<file path="src/scs_pkg.sv">
package scs_pkg;

    // ==========================================================
    // Clock and time base
    localparam int unsigned CLK_FREQ_HZ  = 200_000_000;
    localparam int unsigned US_PER_S     = 1_000_000;
    // Clock cycles per microsecond tick, never below one
    localparam int unsigned TICK_US_CYC  =
        (CLK_FREQ_HZ / US_PER_S) < 1 ? 1 : (CLK_FREQ_HZ / US_PER_S);
    // Cycle time is kept in tenths of a millisecond
    localparam int unsigned TENTH_MS_US  = 100;

    // ==========================================================
    // Phase durations in microseconds, and the count of init ops
    localparam int unsigned OVERSEE_US      = 3000;
    localparam int unsigned DUPLEX_SYNC_US  = 1000;
    localparam int unsigned IO_CHECK_US     = 800;
    localparam int unsigned OUT_WORD_US     = 18;
    localparam int unsigned RIO_MASTER_US   = 1000;
    localparam int unsigned RIO_WORD_US     = 20;
    localparam int unsigned SLOT_MOUNTED_US = 1500;
    localparam int unsigned SLOT_ABSENT_US  = 500;
    localparam int unsigned IN_WORD_US      = 25;
    localparam int unsigned INIT_OPS        = 3;

    // ==========================================================
    // Cycle time limits
    localparam int unsigned CYC_ERR_MS     = 100;
    localparam int unsigned FATAL_MS       = 6500;
    localparam int unsigned CYC_ERR_TENTHS = CYC_ERR_MS * 1000 / TENTH_MS_US;
    localparam int unsigned FATAL_TENTHS   = FATAL_MS * 1000 / TENTH_MS_US;
    localparam logic [7:0]  FATAL_CODE     = 8'h9F;
    // Bit address at which software sees the cycle time error flag
    localparam int unsigned ERR_FLAG_BIT_ADDR = 25309;

    // ==========================================================
    // Widths and reset values
    localparam int unsigned DUR_W  = 20;
    localparam int unsigned TIME_W = 16;
    localparam logic [15:0] TIME_RST = 16'h0000;

    // Service slots, coded in repeat rotation order
    typedef enum logic [1:0] {
        SLOT_PCL1 = 2'h0,
        SLOT_PCL2 = 2'h1,
        SLOT_PERI = 2'h2,
        SLOT_HOST = 2'h3
    } scs_slot_type;

    typedef enum logic [2:0] {
        ST_INIT    = 3'h0,
        ST_OVERSEE = 3'h1,
        ST_IOCHECK = 3'h2,
        ST_OUTREF  = 3'h3,
        ST_RIO     = 3'h4,
        ST_SLOT    = 3'h5,
        ST_INREF   = 3'h6,
        ST_STOP    = 3'h7
    } scs_state_type;

endpackage : scs_pkg

</file>
<file path="src/scs_tick_if.sv">
`timescale 1ns/100ps
// ==========================================================
// Time base ticks shared between the sequencer and divider
interface scs_tick_if;
    logic tick_us;     // One-cycle pulse each microsecond
    logic tick_tenth;  // One-cycle pulse each 0.1 ms
    logic restart;     // Realign both dividers at cycle start

    modport gen (input restart, output tick_us, output tick_tenth);
    modport usr (output restart, input tick_us, input tick_tenth);
endinterface : scs_tick_if

</file>
<file path="src/scs_timebase.sv">
`timescale 1ns/100ps
// ==========================================================
// Free-running divider: clock to microseconds to tenths of ms
module scs_timebase
    import scs_pkg::*;
#(
    parameter int unsigned TICK_CYC = TICK_US_CYC  // Clocks per us tick
) (
    input  wire logic   clk_i,    // 200 MHz clock
    input  wire logic   rst_n_i,  // Async reset, active low
    scs_tick_if.gen     tb        // Tick outputs, restart input
);
    logic [7:0] div_q;
    logic [7:0] div_d;
    logic [6:0] us_q;
    logic [6:0] us_d;
    logic       wrap_us;
    logic       wrap_tenth;

    // Tick decode; restart swallows a coincident tick
    always_comb begin
        wrap_us       = (div_q == 8'(TICK_CYC - 1));
        wrap_tenth    = wrap_us && (us_q == 7'(TENTH_MS_US - 1));
        tb.tick_us    = wrap_us && !tb.restart;
        tb.tick_tenth = wrap_tenth && !tb.restart;
        div_d         = wrap_us ? 8'h00 : div_q + 8'h01;
        us_d          = us_q;
        if (wrap_tenth) begin
            us_d = 7'h00;
        end else if (wrap_us) begin
            us_d = us_q + 7'h01;
        end
        if (tb.restart) begin
            div_d = 8'h00;
            us_d  = 7'h00;
        end
    end

    // Divider registers
    always_ff @(posedge clk_i or negedge rst_n_i) begin
        if (!rst_n_i) begin
            div_q <= 8'h00;
            us_q  <= 7'h00;
        end else begin
            div_q <= div_d;
            us_q  <= us_d;
        end
    end

endmodule : scs_timebase

</file>
<file path="src/scs_sequencer.sv">
`timescale 1ns/100ps
// Operation
// - After init, loop overseeing, output refresh with servicing, input refresh
// - The three power-up operations run once per power-on only
// - Unit servicing repeats until the program finishes executing
// - Overseeing restarts watchdog, checks cycle; 3.0 ms, plus 1.0 ms duplex
// - Output phase opens with a 0.8 ms I/O and bus check
// - Output refresh costs 18 us per output word
// - Each remote master costs 1 ms plus 20 us per word
// - Each service slot takes 1.5 ms if mounted, 0.5 ms if absent
// - Input refresh costs 25 us per input word
// - Every cycle first services each link unit and peripheral once
// - While program runs, service again one type per slot, no remotes
// - Repeat slots rotate PC link I, II, peripheral, host; resume
// - Program completion tested after the first pass and between repeat slots; servicing ends at once
// - Cycle of 100 ms or more sets the cycle time error flag
// - Cycle of 6,500 ms or more raises code 9F and stops
// - Maximum and current cycle time words kept, updated every cycle
module scs_sequencer
    import scs_pkg::*;
#(
    parameter int unsigned INIT_OP_US = 10,         // Length of each init op
    parameter int unsigned TICK_CYC   = TICK_US_CYC // Clocks per us tick
) (
    input  wire logic         clk_i,          // 200 MHz clock
    input  wire logic         rst_n_i,        // Async reset, active low
    input  wire logic         duplex_i,       // Duplex CPU configuration
    input  wire logic [7:0]   out_words_i,    // Local output words
    input  wire logic [7:0]   in_words_i,     // Local input words
    input  wire logic [2:0]   rio_masters_i,  // Remote I/O masters
    input  wire logic [7:0]   rio_words_i,    // Words per remote master
    input  wire logic [3:0]   unit_mounted_i, // Mounted, by slot code
    input  wire logic         prog_done_i,    // Program finished pulse
    output logic [2:0]        phase_o,        // Current phase code
    output logic [1:0]        slot_o,         // Slot being serviced
    output logic              wdt_restart_o,  // Watchdog restart pulse
    output logic              prog_start_o,   // Program start pulse
    output logic              cycle_err_o,    // Cycle time error flag
    output logic              fatal_stop_o,   // Fatal alarm stop
    output logic [7:0]        fatal_code_o,   // Fatal alarm code
    output logic [TIME_W-1:0] max_cycle_o,    // Max cycle, 0.1 ms units
    output logic [TIME_W-1:0] cur_cycle_o     // Last cycle, 0.1 ms units
);
    // ==========================================================
    // Helpers
    function automatic logic [DUR_W-1:0] words_us(
        input logic [7:0] words,
        input int unsigned per_word
    );
        words_us = DUR_W'(words) * DUR_W'(per_word);
    endfunction : words_us

    function automatic logic [DUR_W-1:0] slot_us(input logic mounted);
        slot_us = mounted ? DUR_W'(SLOT_MOUNTED_US)
                          : DUR_W'(SLOT_ABSENT_US);
    endfunction : slot_us

    // First-pass order: peripheral, host, PC link I, PC link II
    function automatic scs_slot_type first_slot(input logic [1:0] idx);
        unique case (idx)
            2'h0:    first_slot = SLOT_PERI;
            2'h1:    first_slot = SLOT_HOST;
            2'h2:    first_slot = SLOT_PCL1;
            2'h3:    first_slot = SLOT_PCL2;
        endcase
    endfunction : first_slot

    // ==========================================================
    // Time base
    scs_tick_if tick ();

    scs_timebase #(
        .TICK_CYC (TICK_CYC)
    ) u_timebase (
        .clk_i   (clk_i),
        .rst_n_i (rst_n_i),
        .tb      (tick.gen)
    );

    // ==========================================================
    // Sequencer state
    scs_state_type     state_q, state_d;
    scs_slot_type      slot_q, slot_d;
    scs_slot_type      rot_q, rot_d;
    logic [DUR_W-1:0]  rem_q, rem_d;
    logic [2:0]        mcnt_q, mcnt_d;
    logic [1:0]        fp_q, fp_d;
    logic              first_q, first_d;
    logic              done_q, done_d;
    logic [1:0]        init_q, init_d;
    logic [TIME_W-1:0] cnt_q, cnt_d;
    logic [TIME_W-1:0] cur_q, cur_d;
    logic [TIME_W-1:0] max_q, max_d;
    logic              err_q, err_d;
    logic              enter_ov;
    logic              start_prog;
    logic              fatal_hit;

    // Next-state logic; a phase ends when its remaining time is zero
    always_comb begin
        state_d    = state_q;
        slot_d     = slot_q;
        rot_d      = rot_q;
        mcnt_d     = mcnt_q;
        fp_d       = fp_q;
        first_d    = first_q;
        init_d     = init_q;
        cur_d      = cur_q;
        max_d      = max_q;
        err_d      = err_q;
        enter_ov   = 1'b0;
        start_prog = 1'b0;
        rem_d      = rem_q;
        if (tick.tick_us && rem_q != '0) begin
            rem_d = rem_q - DUR_W'(1);
        end
        // Time base runs only inside the cycle
        cnt_d = cnt_q;
        if (tick.tick_tenth && state_q != ST_INIT && state_q != ST_STOP
            && cnt_q != '1) begin
            cnt_d = cnt_q + TIME_W'(1);
        end
        fatal_hit = (cnt_q >= TIME_W'(FATAL_TENTHS));
        if (state_q != ST_INIT && state_q != ST_STOP && fatal_hit) begin
            state_d = ST_STOP;
        end else if (rem_q == '0) begin
            unique case (state_q)
                ST_INIT: begin
                    if (init_q == 2'(INIT_OPS - 1)) begin
                        enter_ov = 1'b1;
                    end else begin
                        init_d = init_q + 2'h1;
                        rem_d  = DUR_W'(INIT_OP_US);
                    end
                end
                ST_OVERSEE: begin
                    state_d    = ST_IOCHECK;
                    rem_d      = DUR_W'(IO_CHECK_US);
                    start_prog = 1'b1;
                end
                ST_IOCHECK: begin
                    state_d = ST_OUTREF;
                    rem_d   = words_us(out_words_i, OUT_WORD_US);
                end
                ST_OUTREF, ST_RIO: begin
                    // Each master refreshes both directions in turn
                    if ((state_q == ST_OUTREF && rio_masters_i != 3'h0)
                        || (state_q == ST_RIO && mcnt_q > 3'h1)) begin
                        state_d = ST_RIO;
                        mcnt_d  = (state_q == ST_OUTREF)
                                  ? rio_masters_i : mcnt_q - 3'h1;
                        rem_d   = DUR_W'(RIO_MASTER_US)
                                  + words_us(rio_words_i, RIO_WORD_US);
                    end else begin
                        state_d = ST_SLOT;
                        first_d = 1'b1;
                        fp_d    = 2'h0;
                        slot_d  = first_slot(2'h0);
                        rem_d   = slot_us(unit_mounted_i[first_slot(2'h0)]);
                    end
                end
                ST_SLOT: begin
                    if (first_q && fp_q != 2'h3) begin
                        // First pass always completes all four units
                        fp_d   = fp_q + 2'h1;
                        slot_d = first_slot(fp_q + 2'h1);
                        rem_d  = slot_us(unit_mounted_i[slot_d]);
                    end else if (done_q) begin
                        first_d = 1'b0;
                        state_d = ST_INREF;
                        rem_d   = words_us(in_words_i, IN_WORD_US);
                    end else begin
                        // Remote masters never get extra slots
                        first_d = 1'b0;
                        slot_d  = rot_q;
                        rot_d   = scs_slot_type'(rot_q + 2'h1);
                        rem_d   = slot_us(unit_mounted_i[rot_q]);
                    end
                end
                ST_INREF: begin
                    // Close out the cycle measurement
                    cur_d = cnt_q;
                    if (cnt_q > max_q) begin
                        max_d = cnt_q;
                    end
                    err_d    = (cnt_q >= TIME_W'(CYC_ERR_TENTHS));
                    enter_ov = 1'b1;
                end
                ST_STOP: begin
                    state_d = ST_STOP;
                end
            endcase
        end
        if (enter_ov) begin
            state_d = ST_OVERSEE;
            rem_d   = DUR_W'(OVERSEE_US)
                      + (duplex_i ? DUR_W'(DUPLEX_SYNC_US) : '0);
            cnt_d   = '0;
        end
        // A completion arriving with the start pulse is kept
        done_d = prog_done_i || (done_q && !start_prog);
    end

    assign tick.restart = enter_ov;

    // State registers
    always_ff @(posedge clk_i or negedge rst_n_i) begin
        if (!rst_n_i) begin
            state_q <= ST_INIT;
            slot_q  <= SLOT_PERI;
            rot_q   <= SLOT_PCL1;
            rem_q   <= DUR_W'(INIT_OP_US);
            mcnt_q  <= 3'h0;
            fp_q    <= 2'h0;
            first_q <= 1'b0;
            done_q  <= 1'b0;
            init_q  <= 2'h0;
            cnt_q   <= TIME_RST;
            cur_q   <= TIME_RST;
            max_q   <= TIME_RST;
            err_q   <= 1'b0;
        end else begin
            state_q <= state_d;
            slot_q  <= slot_d;
            rot_q   <= rot_d;
            rem_q   <= rem_d;
            mcnt_q  <= mcnt_d;
            fp_q    <= fp_d;
            first_q <= first_d;
            done_q  <= done_d;
            init_q  <= init_d;
            cnt_q   <= cnt_d;
            cur_q   <= cur_d;
            max_q   <= max_d;
            err_q   <= err_d;
        end
    end

    // ==========================================================
    // Outputs
    assign phase_o       = state_q;
    assign slot_o        = slot_q;
    assign wdt_restart_o = enter_ov;
    assign prog_start_o  = start_prog;
    assign cycle_err_o   = err_q;
    assign fatal_stop_o  = (state_q == ST_STOP);
    assign fatal_code_o  = (state_q == ST_STOP) ? FATAL_CODE : 8'h00;
    assign max_cycle_o   = max_q;
    assign cur_cycle_o   = cur_q;
endmodule : scs_sequencer

</file>
<file path="config.mk">
export PLATFORM = sky130hd
export DESIGN_NAME = scs_sequencer
export DESIGN_NICKNAME = d
export VERILOG_FILES = /design/src/scs_pkg.sv /design/src/scs_tick_if.sv /design/src/scs_timebase.sv /design/src/scs_sequencer.sv
export SDC_FILE = /design/constraint.sdc
export NUM_CORES = 1
export LEC_CHECK = 0
export ABC_AREA = 1
export BUFFER_PORTS_ARGS = -buffer_cell sky130_fd_sc_hd__buf_2
export CAP_MARGIN = 20
export CORE_MARGIN = 5
export CORE_UTILIZATION = 35
export CTS_CLUSTER_DIAMETER = 80
export DETAILED_ROUTE_END_ITERATION = 6
export PLACE_DENSITY_LB_ADDON = 0.3
export SETUP_SLACK_MARGIN = 0.15
export SLEW_MARGIN = 25
export SYNTH_ARGS = -nofsm -noshare
export SYNTH_HDL_FRONTEND = slang
export SYNTH_SLANG_ARGS = --single-unit
</file>
<file path="constraint.sdc">
create_clock -name clk_i -period 5.3 [get_ports clk_i]
set_clock_uncertainty 0.2 [all_clocks]
set_input_delay 0.265 -clock clk_i [delete_from_list [all_inputs] [get_ports clk_i]]
set_output_delay 0.265 -clock clk_i [all_outputs]
set_load 0.01 [all_outputs]
</file>
==> results.rst <==
.. list-table::
   :header-rows: 1

   * - Metric
     - Value
   * - Final Max Slew Viols
     - 0
   * - Hold Worst Slack
     - 13.60 ps
   * - RSZ-0062 raised after global routing
     - no
   * - Routed wire per std cell
     - 14.20 um
   * - Total number of placement rows
     - 54
   * - Pwr dens
     - 202.9 nW/um2
   * - Number of hold violations in the final report
     - 0
   * - Period Utilization, post-route
     - 0.5589
   * - Hold WC Path Type
     - in2reg
   * - Initial detailed-routing violation count
     - 363
   * - Gate count after technology mapping
     - 1055
   * - Post-synth design cell area
     - 7745 um2
   * - Main area contributors after synthesis
     - dfrtp_1, ha_1, nand2_1, inv_1, nand3_1
   * - Antenna diode count
     - 0
   * - Mean cell area of the mapped netlist
     - 7.341 um2
   * - Biggest fanout along the worst timing path
     - 13
   * - Proportion of layout cells with a drive suffix above 1
     - 0.1335
   * - Clk buf depth
     - 2
   * - TritonCTS clock tree
     - built
   * - Number of top-level pins
     - 84
   * - Post-detailed-route count of antenna-violating nets
     - 0
   * - Combined global-route utilization of all metal layers
     - 0.1590
   * - Dominant cell by count in the synthesized netlist
     - nand2_1
   * - P&R area growth vs syn
     - 12.92%
   * - Minimum period implied by the final worst setup slack
     - 2962 ps
   * - Final Total Pwr
     - 1.774 mW
   * - Nets
     - 1250
   * - Accumulated negative setup slack
     - 0 ps
   * - Initial standard-cell utilization of the core
     - 0.3549
   * - Crit path setup slack, layout
     - 2338 ps
   * - Per-cell via count in the routed design
     - 4.956
   * - Result of the run
     - complete, no violations
   * - Global-route wire length before repair
     - 33800 um
   * - Chip Width
     - 158.8 um
   * - Relative slew slack
     - 0.4820
   * - Final cell utilization of the core
     - 0.4008
   * - Worst skew pair latency
     - 360 ps
   * - HPWL after detailed placement
     - 15930 um
   * - Worst vdd rail ir drop
     - 0.0001421 V
   * - Required time of the worst setup path
     - 4840 ps
   * - Post-Place Cell Area
     - 8387 um2
   * - Number of clock sinks
     - 100
   * - Area of the core region
     - 21820 um2
   * - Most area-hungry cell type in the Yosys netlist
     - dfrtp_1
   * - Synth warnings
     - 0
   * - Die Outline Area
     - 25200 um2
   * - Cell at the root of the clock tree
     - clkbuf_16
   * - Weighted congestion reported at the end of routability-driven placement
     - 0.8840
   * - Iteration count of the initial detailed-routing pass
     - 5
   * - Vert. Die Dim
     - 158.8 um
   * - Maximum number of pins on one net before global-route repair
     - 58
   * - Total congestion overflow
     - 0
   * - Upper clock frequency limit
     - 337.6 MHz
   * - Hold Path Depth
     - 3
   * - Ys async rst share
     - 1.000
   * - Max_cap viols
     - 0
   * - Most instantiated cells after synthesis
     - nand2_1, inv_1, nor2_1, dfrtp_1, nand3_1
   * - Clock buffers created by TritonCTS
     - 9
   * - Number of endpoints failing setup at the final stage
     - 0
   * - Final design instance area without fill
     - 8746 um2
   * - Final wirelength
     - 20150 um
   * - Post-Layout Cell Count
     - 1419
   * - Number of antenna violations at the first check in global routing
     - 0
   * - Vias in the first global route
     - 6695
   * - Critical path arrival
     - 2500 ps
   * - Count of flip-flops with a built-in enable after synthesis
     - 0
   * - Leak pwr
     - 4.560 nW
   * - Placement-stage worst setup slack
     - 2233 ps
   * - Placed Cells
     - 1401
   * - #FFs+latches synth
     - 100
   * - Most common flop cell mapped by yosys
     - dfrtp_1
   * - Classification of the worst setup path
     - reg2out
   * - Clock edge transition at the registers on the reported setup and hold paths
     - 70 ps
   * - Category of the worst setup path capture point
     - output port
   * - Post-detailed-route DRC marker count
     - 0
   * - Worst-Margin Slew
     - 776.9 ps
   * - Detailed-route via count
     - 7033
   * - IO buf count
     - 81
   * - Share of the yosys chip area belonging to registers
     - 0.3236
   * - Number of cell instances on the worst register-to-register path
     - 10
   * - CTS H-tree lvls
     - 3
   * - Worst setup SP type
     - register
   * - Synth cell types
     - 51
   * - Area share of the largest cell type after synthesis
     - 0.3134
==> final timing paths <==
check	start	endpoint	slack, ps
max reg2reg	rem_q[0]	cur_cycle_o[7]	2490
min in group asynchronous	rst_n_i	max_cycle_o[7]	330
min reg2reg	rem_q[18]	rem_q[18]	280
max	rem_q[0]	wdt_restart_o	2340
min	duplex_i	rem_q[3]	10
max in group asynchronous	rst_n_i	slot_o[1]	3510
==> registers in the layout (all words and copies together) (netlist names) <==
name / count
max_cycle_o: 16
init_q: 2
rot_q: 2
cycle_err_o: 1
mcnt_q: 3
first_q: 1
done_q: 1
cur_cycle_o: 16
u_timebase.div_q: 8
rem_q: 20
slot_o: 2
fp_q: 2
phase_o: 3
cnt_q: 16
u_timebase.us_q: 7
==> layout make-up <==
| class | instances | area (um2) |
|---|---|---|
| Clock buffer | 9 | 225.2 |
| Inverter | 157 | 599.3 |
| Fill cell | 2299 | 13080 |
| Multi-Input combinational cell | 781 | 4508 |
| Sequential cell | 100 | 2506 |
| Timing Repair Buffer | 85 | 442.9 |
| Clock inverter | 7 | 113.9 |
| Tap cell | 280 | 350.3 |
==> repair_timing <==
item	CTS	global route
hold endpoints to repair	55	0
resized for setup	0	0
setup buffers	0	0
hold buffers	2	0
==> cells by family (layout without fill, tap and decap cells) <==
| family | count (synthesis) | count (layout) | synth area share |
|---|---|---|---|
| simple gates | 522 | 522 | 0.3081 |
| buf+inv | 175 | 258 | 0.09483 |
| compound gates | 143 | 143 | 0.09935 |
| flops | 100 | 100 | 0.3236 |
| fa+ha+maj | 81 | 81 | 0.1357 |
| xor+xnor | 31 | 31 | 0.03506 |
| mux | 2 | 2 | 0.002908 |
| other cells | 1 | 2 | 0.0004842 |
==> critical path, cell delays in order (launching register included) <==
cell and delay, ps:
dfrtp_1 400, inv_1 100, ha_1 190, nand2_1 140, nor2_4 180, nand3_2 280
inv_2 210, nand2_2 90, nor2_4 320, buf_2 210
==> metal layers <==
metal,vias up,track usage,wire length [um]
met5,-,0,0
met4,0,0.03363,226
met3,16,0.03421,868
met2,139,0.2460,8993
met1,3255,0.2292,10060
li1,3623,-,-
==> power by group <==
part / leakage (nW) / internal (mW) / switching [mW]
registers: 1.30 / 0.763 / 0.000376
logic: 3.09 / 0.0963 / 0.154
clock network: 0.170 / 0.461 / 0.299
==> layout by cell type (no fill, tap or decap), drive strengths merged, types with 4 or more instances in the layout <==
cell type  count
nand4         29
xor2          25
o22ai          5
inv          157
nor3          20
o21ai         74
a21oi         45
clkinv         4
dfrtp         97
xnor2          6
clkbuf         9
nand3         93
buf           83
fa             5
nor2         113
ha            76
nor4           5
nand3b         7
nand2        247
or2            5
No activity file was read; power rests on OpenSTA's default activity.
